[config.mk]
export PLATFORM = sky130hd
export DESIGN_NAME = pfm_pin_mux
export DESIGN_NICKNAME = d
export VERILOG_FILES = /design/src/include/pfm_pkg.sv /design/src/hdl/pfm_pin_mux.sv
export SDC_FILE = /design/constraint.sdc
export NUM_CORES = 1
export LEC_CHECK = 0
export ABC_AREA = 1
export BUFFER_PORTS_ARGS = -buffer_cell sky130_fd_sc_hd__buf_4
export CAP_MARGIN = 20
export CORE_MARGIN = 2
export CORE_UTILIZATION = 46
export DETAILED_ROUTE_END_ITERATION = 12
export GPL_TIMING_DRIVEN = 0
export PLACE_DENSITY = 0.77
export SYNTH_ARGS = -nofsm -noshare
export SYNTH_HDL_FRONTEND = slang
export SYNTH_SLANG_ARGS = --single-unit
[constraint.sdc]
create_clock -name i_clk -period 0.9 [get_ports i_clk]
set_input_delay 0.18 -clock i_clk [delete_from_list [all_inputs] [get_ports i_clk]]
set_output_delay 0.18 -clock i_clk [all_outputs]
set_load 0.005 [all_outputs]
[src/include/pfm_pkg.sv]
// Notes on behaviour
// - port2 upper pins are port bits unless their reload timer output is selected.
// - transmit pin carries serial data when selected, otherwise it is a port bit.
// - serial clock pin outputs shift clock when selected; its level always reaches the serial port.
// - pulse-width pin is driven by the pulse generator when selected, else a port bit.
// - port5 pins are open-drain port bits, or go to the converter when analog is selected.
// - port6 bits 0-2 are port bits only when timer and 3-phase outputs are both off.
// - 3-phase pins carry phases when selected; bits 3-5 are port bits otherwise.
// - port6 bit6 carries timer waveform zero when timer output is selected, else port.
// - a dedicated kill input switches off the 3-phase waveform outputs.
// - receive pin stays a port bit; receiver sees its level only while enabled.
// - interrupt pins stay port bits; each request sees the level only while enabled.
// - input-only port4 bit6 feeds the timer clear trigger only while enabled.
// - input-only port4 bit7 feeds the converter start trigger only while enabled.
// - port4 bits 6 and 7 are input only and never driven.
// - three mode pins give the operating mode as static levels.
// - the reset request pin raises a reset request to the reset logic.
package pfm_pkg;

	// ==========================================================
	// synchroniser vector layout
	localparam int          PIN_W    = 32;
	localparam int          IDX_P2   = 0;
	localparam int          IDX_P4   = 4;
	localparam int          IDX_P5   = 12;
	localparam int          IDX_P6   = 20;
	localparam int          IDX_KILL = 27;
	localparam int          IDX_MODE = 28;
	localparam int          IDX_RST  = 31;
	// idle pin levels: reset request high, kill low
	localparam logic [31:0] PIN_IDLE = 32'hF7FF_FFFF;

	// ==========================================================
	// timing
	localparam int CLK_NS        = 10;
	localparam int MACHINE_NS    = 10;
	localparam int RST_HOLD_MC   = 5;
	localparam int RST_HOLD_CYC  = (RST_HOLD_MC * MACHINE_NS + CLK_NS - 1) / CLK_NS;
	// pin to peripheral after the first sample: two more sync stages, filter and output register
	localparam int SYNC_LAT_CYC  = 4;

endpackage : pfm_pkg

[src/hdl/pfm_pin_mux.sv]
`timescale 1ns/1ps
module pfm_pin_mux
(
	input  wire logic       i_clk,
	input  wire logic       i_nrst,
	// pins seen from inside
	input  wire logic [3:0] i_port2_upper_bits_pin,
	input  wire logic [7:0] i_port4_pin,
	input  wire logic [7:0] i_port5_open_drain_bits_pin,
	input  wire logic [6:0] i_port6_bits_pin,
	input  wire logic       i_three_phase_kill_input,
	input  wire logic [2:0] i_mode_select_pins,
	input  wire logic       i_reset_request_n,
	// port data and direction
	input  wire logic [3:0] i_port2_dout,
	input  wire logic [3:0] i_port2_dir,
	input  wire logic [5:0] i_port4_dout,
	input  wire logic [5:0] i_port4_dir,
	input  wire logic [7:0] i_port5_dout,
	input  wire logic [7:0] i_port5_dir,
	input  wire logic [6:0] i_port6_dout,
	input  wire logic [6:0] i_port6_dir,
	// peripheral outputs and selections
	input  wire logic [3:0] i_reload_timer_out,
	input  wire logic [3:0] i_reload_timer_sel,
	input  wire logic       i_serial_tx_data,
	input  wire logic       i_serial_tx_sel,
	input  wire logic       i_serial_clk_out,
	input  wire logic       i_serial_clk_sel,
	input  wire logic       i_serial_rx_en,
	input  wire logic       i_pwm_out,
	input  wire logic       i_pwm_sel,
	input  wire logic [7:0] i_analog_input_sel,
	input  wire logic [3:0] i_mft_waveform,
	input  wire logic       i_mft_sel,
	input  wire logic [5:0] i_three_phase_wave,
	input  wire logic       i_three_phase_sel,
	input  wire logic [7:0] i_ext_irq_en,
	input  wire logic       i_timer_clear_trigger_en,
	input  wire logic       i_adc_start_trigger_en,
	// pin drive
	output logic      [3:0] o_port2_out,
	output logic      [3:0] o_port2_oe,
	output logic      [7:0] o_port4_out,
	output logic      [7:0] o_port4_oe,
	output logic      [7:0] o_port5_out,
	output logic      [7:0] o_port5_oe,
	output logic      [6:0] o_port6_out,
	output logic      [6:0] o_port6_oe,
	// port read values
	output logic      [3:0] o_port2_in,
	output logic      [7:0] o_port4_in,
	output logic      [7:0] o_port5_in,
	output logic      [6:0] o_port6_in,
	// peripheral inputs
	output logic      [3:0] o_reload_timer_pin,
	output logic            o_serial_rx_pin,
	output logic            o_serial_clk_in,
	output logic      [7:0] o_ext_irq_input,
	output logic            o_timer_clear_trigger,
	output logic            o_adc_start_trigger,
	output logic      [7:0] o_analog_input_pin,
	output logic            o_three_phase_killed,
	output logic      [2:0] o_mode_select,
	output logic            o_reset_request
);

	// ==========================================================
	// state
	typedef struct packed {
		logic [31:0] s1;
		logic [31:0] s2;
		logic [31:0] s3;
		logic [31:0] flt;
		logic [3:0]  p2_out;
		logic [3:0]  p2_oe;
		logic [7:0]  p4_out;
		logic [7:0]  p4_oe;
		logic [7:0]  p5_out;
		logic [7:0]  p5_oe;
		logic [6:0]  p6_out;
		logic [6:0]  p6_oe;
		logic [3:0]  p2_in;
		logic [7:0]  p4_in;
		logic [7:0]  p5_in;
		logic [6:0]  p6_in;
		logic [3:0]  tmr_in;
		logic        rx;
		logic        sck_in;
		logic [7:0]  irq;
		logic        clr_trig;
		logic        adc_trig;
		logic [7:0]  ana;
		logic        kill;
		logic [2:0]  mode;
		logic        rst_req;
	} pfm_state_s;

	pfm_state_s st_q;
	pfm_state_s st_d;

	// ==========================================================
	// next state
	always_comb
	begin
		logic [31:0] f;
		logic        tp_en;
		f     = '0;
		tp_en = 1'b0;
		st_d  = st_q;
		// s1 is read only by s2; a change counts once s2 and s3 agree
		st_d.s1  = {i_reset_request_n, i_mode_select_pins, i_three_phase_kill_input,
			i_port6_bits_pin, i_port5_open_drain_bits_pin, i_port4_pin,
			i_port2_upper_bits_pin};
		st_d.s2  = st_q.s1;
		st_d.s3  = st_q.s2;
		st_d.flt = (st_q.s2 & st_q.s3) | (st_q.flt & (st_q.s2 ^ st_q.s3));
		f        = st_q.flt;

		// reload timer pins
		for (int i = 0; i < 4; i++)
		begin
			st_d.p2_out[i] = i_reload_timer_sel[i] ? i_reload_timer_out[i] : i_port2_dout[i];
			st_d.p2_oe[i]  = i_reload_timer_sel[i] | i_port2_dir[i];
		end

		// port4: rx, tx, sck, pwm, irq0/1, input-only 6/7
		st_d.p4_out    = '0;
		st_d.p4_oe     = '0;
		st_d.p4_out[0] = i_port4_dout[0];
		st_d.p4_oe[0]  = i_port4_dir[0];
		st_d.p4_out[1] = i_serial_tx_sel ? i_serial_tx_data : i_port4_dout[1];
		st_d.p4_oe[1]  = i_serial_tx_sel | i_port4_dir[1];
		st_d.p4_out[2] = i_serial_clk_sel ? i_serial_clk_out : i_port4_dout[2];
		st_d.p4_oe[2]  = i_serial_clk_sel | i_port4_dir[2];
		st_d.p4_out[3] = i_pwm_sel ? i_pwm_out : i_port4_dout[3];
		st_d.p4_oe[3]  = i_pwm_sel | i_port4_dir[3];
		st_d.p4_out[5:4] = i_port4_dout[5:4];
		st_d.p4_oe[5:4]  = i_port4_dir[5:4];
		// bits 7:6 stay zero: no driver behind them

		// port5: open drain, only ever pulls low; analog owns the pin when selected
		st_d.p5_out = '0;
		st_d.p5_oe  = ~i_analog_input_sel & i_port5_dir & ~i_port5_dout;
		st_d.ana    = i_analog_input_sel;

		// port6: 3-phase over timer over port
		tp_en     = i_three_phase_sel & ~f[pfm_pkg::IDX_KILL];
		st_d.kill = f[pfm_pkg::IDX_KILL];
		for (int i = 0; i < 3; i++)
		begin
			if (tp_en)
				st_d.p6_out[i] = i_three_phase_wave[i];
			else if (i_mft_sel)
				st_d.p6_out[i] = i_mft_waveform[i + 1];
			else
				st_d.p6_out[i] = i_port6_dout[i];
			st_d.p6_oe[i] = tp_en | i_mft_sel | i_port6_dir[i];
		end
		for (int i = 3; i < 6; i++)
		begin
			st_d.p6_out[i] = tp_en ? i_three_phase_wave[i] : i_port6_dout[i];
			st_d.p6_oe[i]  = tp_en | i_port6_dir[i];
		end
		st_d.p6_out[6] = i_mft_sel ? i_mft_waveform[0] : i_port6_dout[6];
		st_d.p6_oe[6]  = i_mft_sel | i_port6_dir[6];

		// port read values; analog pins read low to keep the digital path quiet
		st_d.p2_in = f[pfm_pkg::IDX_P2 +: 4];
		st_d.p4_in = f[pfm_pkg::IDX_P4 +: 8];
		st_d.p5_in = f[pfm_pkg::IDX_P5 +: 8] & ~i_analog_input_sel;
		st_d.p6_in = f[pfm_pkg::IDX_P6 +: 7];

		// peripheral inputs, gated by their enables; idle level is high for serial receive, serial clock and reload timer inputs are ungated
		st_d.tmr_in = f[pfm_pkg::IDX_P2 +: 4];
		st_d.rx     = i_serial_rx_en ? f[pfm_pkg::IDX_P4] : 1'b1;
		st_d.sck_in = f[pfm_pkg::IDX_P4 + 2];
		st_d.irq    = i_ext_irq_en & {f[pfm_pkg::IDX_P2 +: 4], f[pfm_pkg::IDX_P4 + 4 +: 4]};
		st_d.clr_trig = i_timer_clear_trigger_en & f[pfm_pkg::IDX_P4 + 6];
		st_d.adc_trig = i_adc_start_trigger_en & f[pfm_pkg::IDX_P4 + 7];

		// straps tied to rails, so the filtered level is simply passed on
		st_d.mode    = f[pfm_pkg::IDX_MODE +: 3];
		// two agreeing samples suffice; a five-cycle hold is always seen
		st_d.rst_req = ~f[pfm_pkg::IDX_RST];
	end

	// ==========================================================
	// registers
	always_ff @(posedge i_clk or negedge i_nrst)
	begin
		if (!i_nrst)
		begin
			st_q     <= '0;
			st_q.s1  <= pfm_pkg::PIN_IDLE;
			st_q.s2  <= pfm_pkg::PIN_IDLE;
			st_q.s3  <= pfm_pkg::PIN_IDLE;
			st_q.flt <= pfm_pkg::PIN_IDLE;
			st_q.rx  <= 1'b1;
		end
		else
			st_q <= st_d;
	end

	// ==========================================================
	// outputs
	assign o_port2_out           = st_q.p2_out;
	assign o_port2_oe            = st_q.p2_oe;
	assign o_port4_out           = st_q.p4_out;
	assign o_port4_oe            = st_q.p4_oe;
	assign o_port5_out           = st_q.p5_out;
	assign o_port5_oe            = st_q.p5_oe;
	assign o_port6_out           = st_q.p6_out;
	assign o_port6_oe            = st_q.p6_oe;
	assign o_port2_in            = st_q.p2_in;
	assign o_port4_in            = st_q.p4_in;
	assign o_port5_in            = st_q.p5_in;
	assign o_port6_in            = st_q.p6_in;
	assign o_reload_timer_pin    = st_q.tmr_in;
	assign o_serial_rx_pin       = st_q.rx;
	assign o_serial_clk_in       = st_q.sck_in;
	assign o_ext_irq_input       = st_q.irq;
	assign o_timer_clear_trigger = st_q.clr_trig;
	assign o_adc_start_trigger   = st_q.adc_trig;
	assign o_analog_input_pin    = st_q.ana;
	assign o_three_phase_killed  = st_q.kill;
	assign o_mode_select         = st_q.mode;
	assign o_reset_request       = st_q.rst_req;
endmodule : pfm_pin_mux

==> out/metrics.cfg <==
[status]
outcome=finished with violations
violations=negative hold slack, negative setup slack

[timing]
period_share_pct=144.4
fin_skew_ps=7.196
finalHoldViolations=45
max_freq_mhz=769.5
slew_headroom_pct=60.19
rsz0062_at_grt=yes
fin_ws_ps=-399.6
fin_crit_ps=1300
drv_slew=0
holdWs_ps=-341.1
finalSetupViolations=141
tightest_slew_ps=597.1

[synth]
postSynthCellCount=509
synth_top_area_share_pct=42.93
ys_ff_latch=221
seq_area_frac_synth_pct=74.34
synth_area_leaders=dfstp_2 (43%), dfrtp_1 (31%), buf_4 (10%), ha_1 (5.2%), a21o_1 (3.1%)
ys_warn_count=0
post-synth-top-area-cell=dfstp_2
ys_types=18
syn_area_mm2=0.007650
syn_avg_cell_area_um2=15.03

[global_route]
grt_pass1_vias=5431
track_usage_pct=19.39
gr-total-overflow=0
grt_pass1_wl_mm=27.03
antenna_found_initial=0
grt_max_degree=119

[drt]
top_layer=met4
dr_wl_met3_mm=1.261
drt-met1-wl_mm=6.209
first_pass_iters=4
viasPerCell=4.447
drt_iter0_drc=160
ant_nets=0
vias=4723
post_drt_wl_per_cell_um=16.34
drt-total-wl_mm=17.35
met2_length_mm=9.341
drc=0

[placed_design]
globalplace.congestion=0.8418
dp_hpwl_mm=9.500
pre_cts_ws_ps=-396.6
io_buffers=226

[layout]
final_common_cell=buf_4
nNetsFinal=987
layout_common_cells=buf_4 (153), dfstp_2 (125), dlygate4sd3_1 (120)
drive_gt1_share_pct=57.36
syn2layout_area_growth_pct=58.00
fill_cells=893
n_antenna_cell=0

[die]
fp.dieW_um=133.0
ios=239
rows=47
fp.dieH_um=133.0
start_util_pct=46.63
core_region_area_mm2=0.01641
dieArea_mm2=0.01768

[critical_path]
crit_start=o_port4_in[2]$_DFF_PN0_
r2r-end=o_port6_out[5]$_DFF_PN0_
path_max_fanout=2
end_kind=output port
rr_worst_depth=5
worstPathArrival_ps=1120
crit_required_ps=720
crit_type=reg2out
r2r_setup_slack_ps=-100
critPathLaunchType=flop
endpoint=o_port4_in[2]
r2r_start=st_d[4]$_DFF_PN0_

[clock_tree]
cts_sinks=221
cts_tree=done
clock-root-buffer=clkbuf_16
cts_made_buffers=23
ctsHoldBuffers=120
clk_path_buf_depth=3
clock_latency_ps=480
htree_levels=1
clk_pin_slew_ps=60

[run]
drv_cap=0

[power]
p_per_area_mw_per_mm2=2001
leakage_uw=0.005738
vdd_drop_max_v=0.001455

[worst_hold_path]
min_path_type=in2async

[area by class of cell]
| cell class | instances | area, um^2 | share of cell area, % |
|---|---|---|---|
| multi-input cells | 159 | 1533 | 12.68 |
| inverters | 36 | 146.4 | 1.211 |
| repair inverters | 1 | 8.758 | 0.07246 |
| flip-flops and latches | 221 | 5687 | 47.05 |
| clock buffers | 30 | 641.9 | 5.311 |
| well taps | 220 | 275.3 | 2.277 |
| repair buffers | 363 | 3433 | 28.41 |
| plain buffers | 21 | 191.4 | 1.584 |
| clock inverters | 11 | 170.2 | 1.408 |
[timing repair]
action	in CTS	in global routing
setup endpoints to repair	135	185
buffers inserted	8	8
gates resized for setup	122	26
cloned	0	1
pin swaps	2	6
endpoints found under the hold margin	146	45
[registers in the layout (all words and copies together) (netlist names), 3 cells and up]
register / flops
o_port4_in: 8
o_port6_in: 7
o_port5_oe: 8
o_port4_out: 6
o_mode_select: 3
o_ext_irq_input: 8
o_port6_oe: 7
o_port4_oe: 6
o_analog_input_pin: 8
st_d: 87
o_reload_timer_pin: 4
o_port2_out: 4
o_port2_oe: 4
st_q: 41
o_port5_in: 8
o_port6_out: 7
[cells by family (layout without fill, tap and decap cells)]
| group | Yosys count | after routing | synth area share (%) |
|---|---|---|---|
| flops | 221 | 221 | 74.34 |
| buf+inv | 140 | 462 | 12.01 |
| simple gates | 76 | 76 | 4.776 |
| compound gates | 39 | 39 | 3.598 |
| fa+ha+maj | 32 | 32 | 5.234 |
| other cells | 1 | 12 | 0.04902 |
[through the flow]
| step | cells | TNS [ps] | total power [uW] | util, % | cell area, um^2 |
|---|---|---|---|---|---|
| 2_1_floorplan | 520 | -1088 | 12300 | - | 7841 |
| 3_3_place_gp | 966 | -300360 | 13590 | 59.81 | 9813 |
| 3_5_place_dp | 967 | -41320 | 13760 | 60.02 | 9848 |
| 4_1_cts | 1053 | -31100 | 24220 | 72.65 | 11920 |
| 5_1_grt | 1062 | -34000 | 25130 | 73.67 | 12090 |
| 6_report | 1062 | -29720 | 24180 | 73.67 | 12090 |
[cell usage after synthesis]
cell type and count:
dfrtp_1 96, inv_2 1, nand3_1 3, dfstp_2 125
nand3b_1 3, or2_2 8, buf_4 104, nand2_1 42
nand2_4 1, inv_4 1, a21o_1 32, nor2_1 8
o21ai_0 7, conb_1 1, or2_1 3, nor3b_1 8
inv_1 34, ha_1 32
[worst max-delay path, cell delays in order (launching register included)]
cell and delay, ps:
dfrtp_1 410, buf_6 130, buf_6 100
[power by group]
part	switching (uW)	total (uW)	internal (uW)	leakage, uW
sequential	459	11400	10900	0.00247
clock	3740	9930	6190	0.000389
combinational	986	2840	1860	0.00288
total	5190	24200	19000	0.00574
[worst min-delay path by stage]
stage / from / to / slack (ps) / cells after the start
after floorplan: i_nrst / o_adc_start_trigger$_DFF_PN0_ / -120 / 0
after global placement: i_port6_bits_pin[4] / st_d[198]$_DFF_PN1_ / 290 / 1
after detailed placement: i_port5_open_drain_bits_pin[1] / st_d[187]$_DFF_PN1_ / 290 / 1
after CTS: i_nrst / o_reload_timer_pin[0]$_DFF_PN0_ / -210 / 1
after global routing: i_nrst / o_port4_in[3]$_DFF_PN0_ / -300 / 1
final: i_nrst / o_reload_timer_pin[3]$_DFF_PN0_ / -340 / 1
[per-layer routing]
metal | up-vias | track usage [%]
met2 | 210 | 36.07
met4 | 0 | 7.288
met1 | 2345 | 21.09
met5 | - | 0
met3 | 44 | 5.096
li1 | 2124 | -
Note: power is estimated with default switching activity, not from simulation.
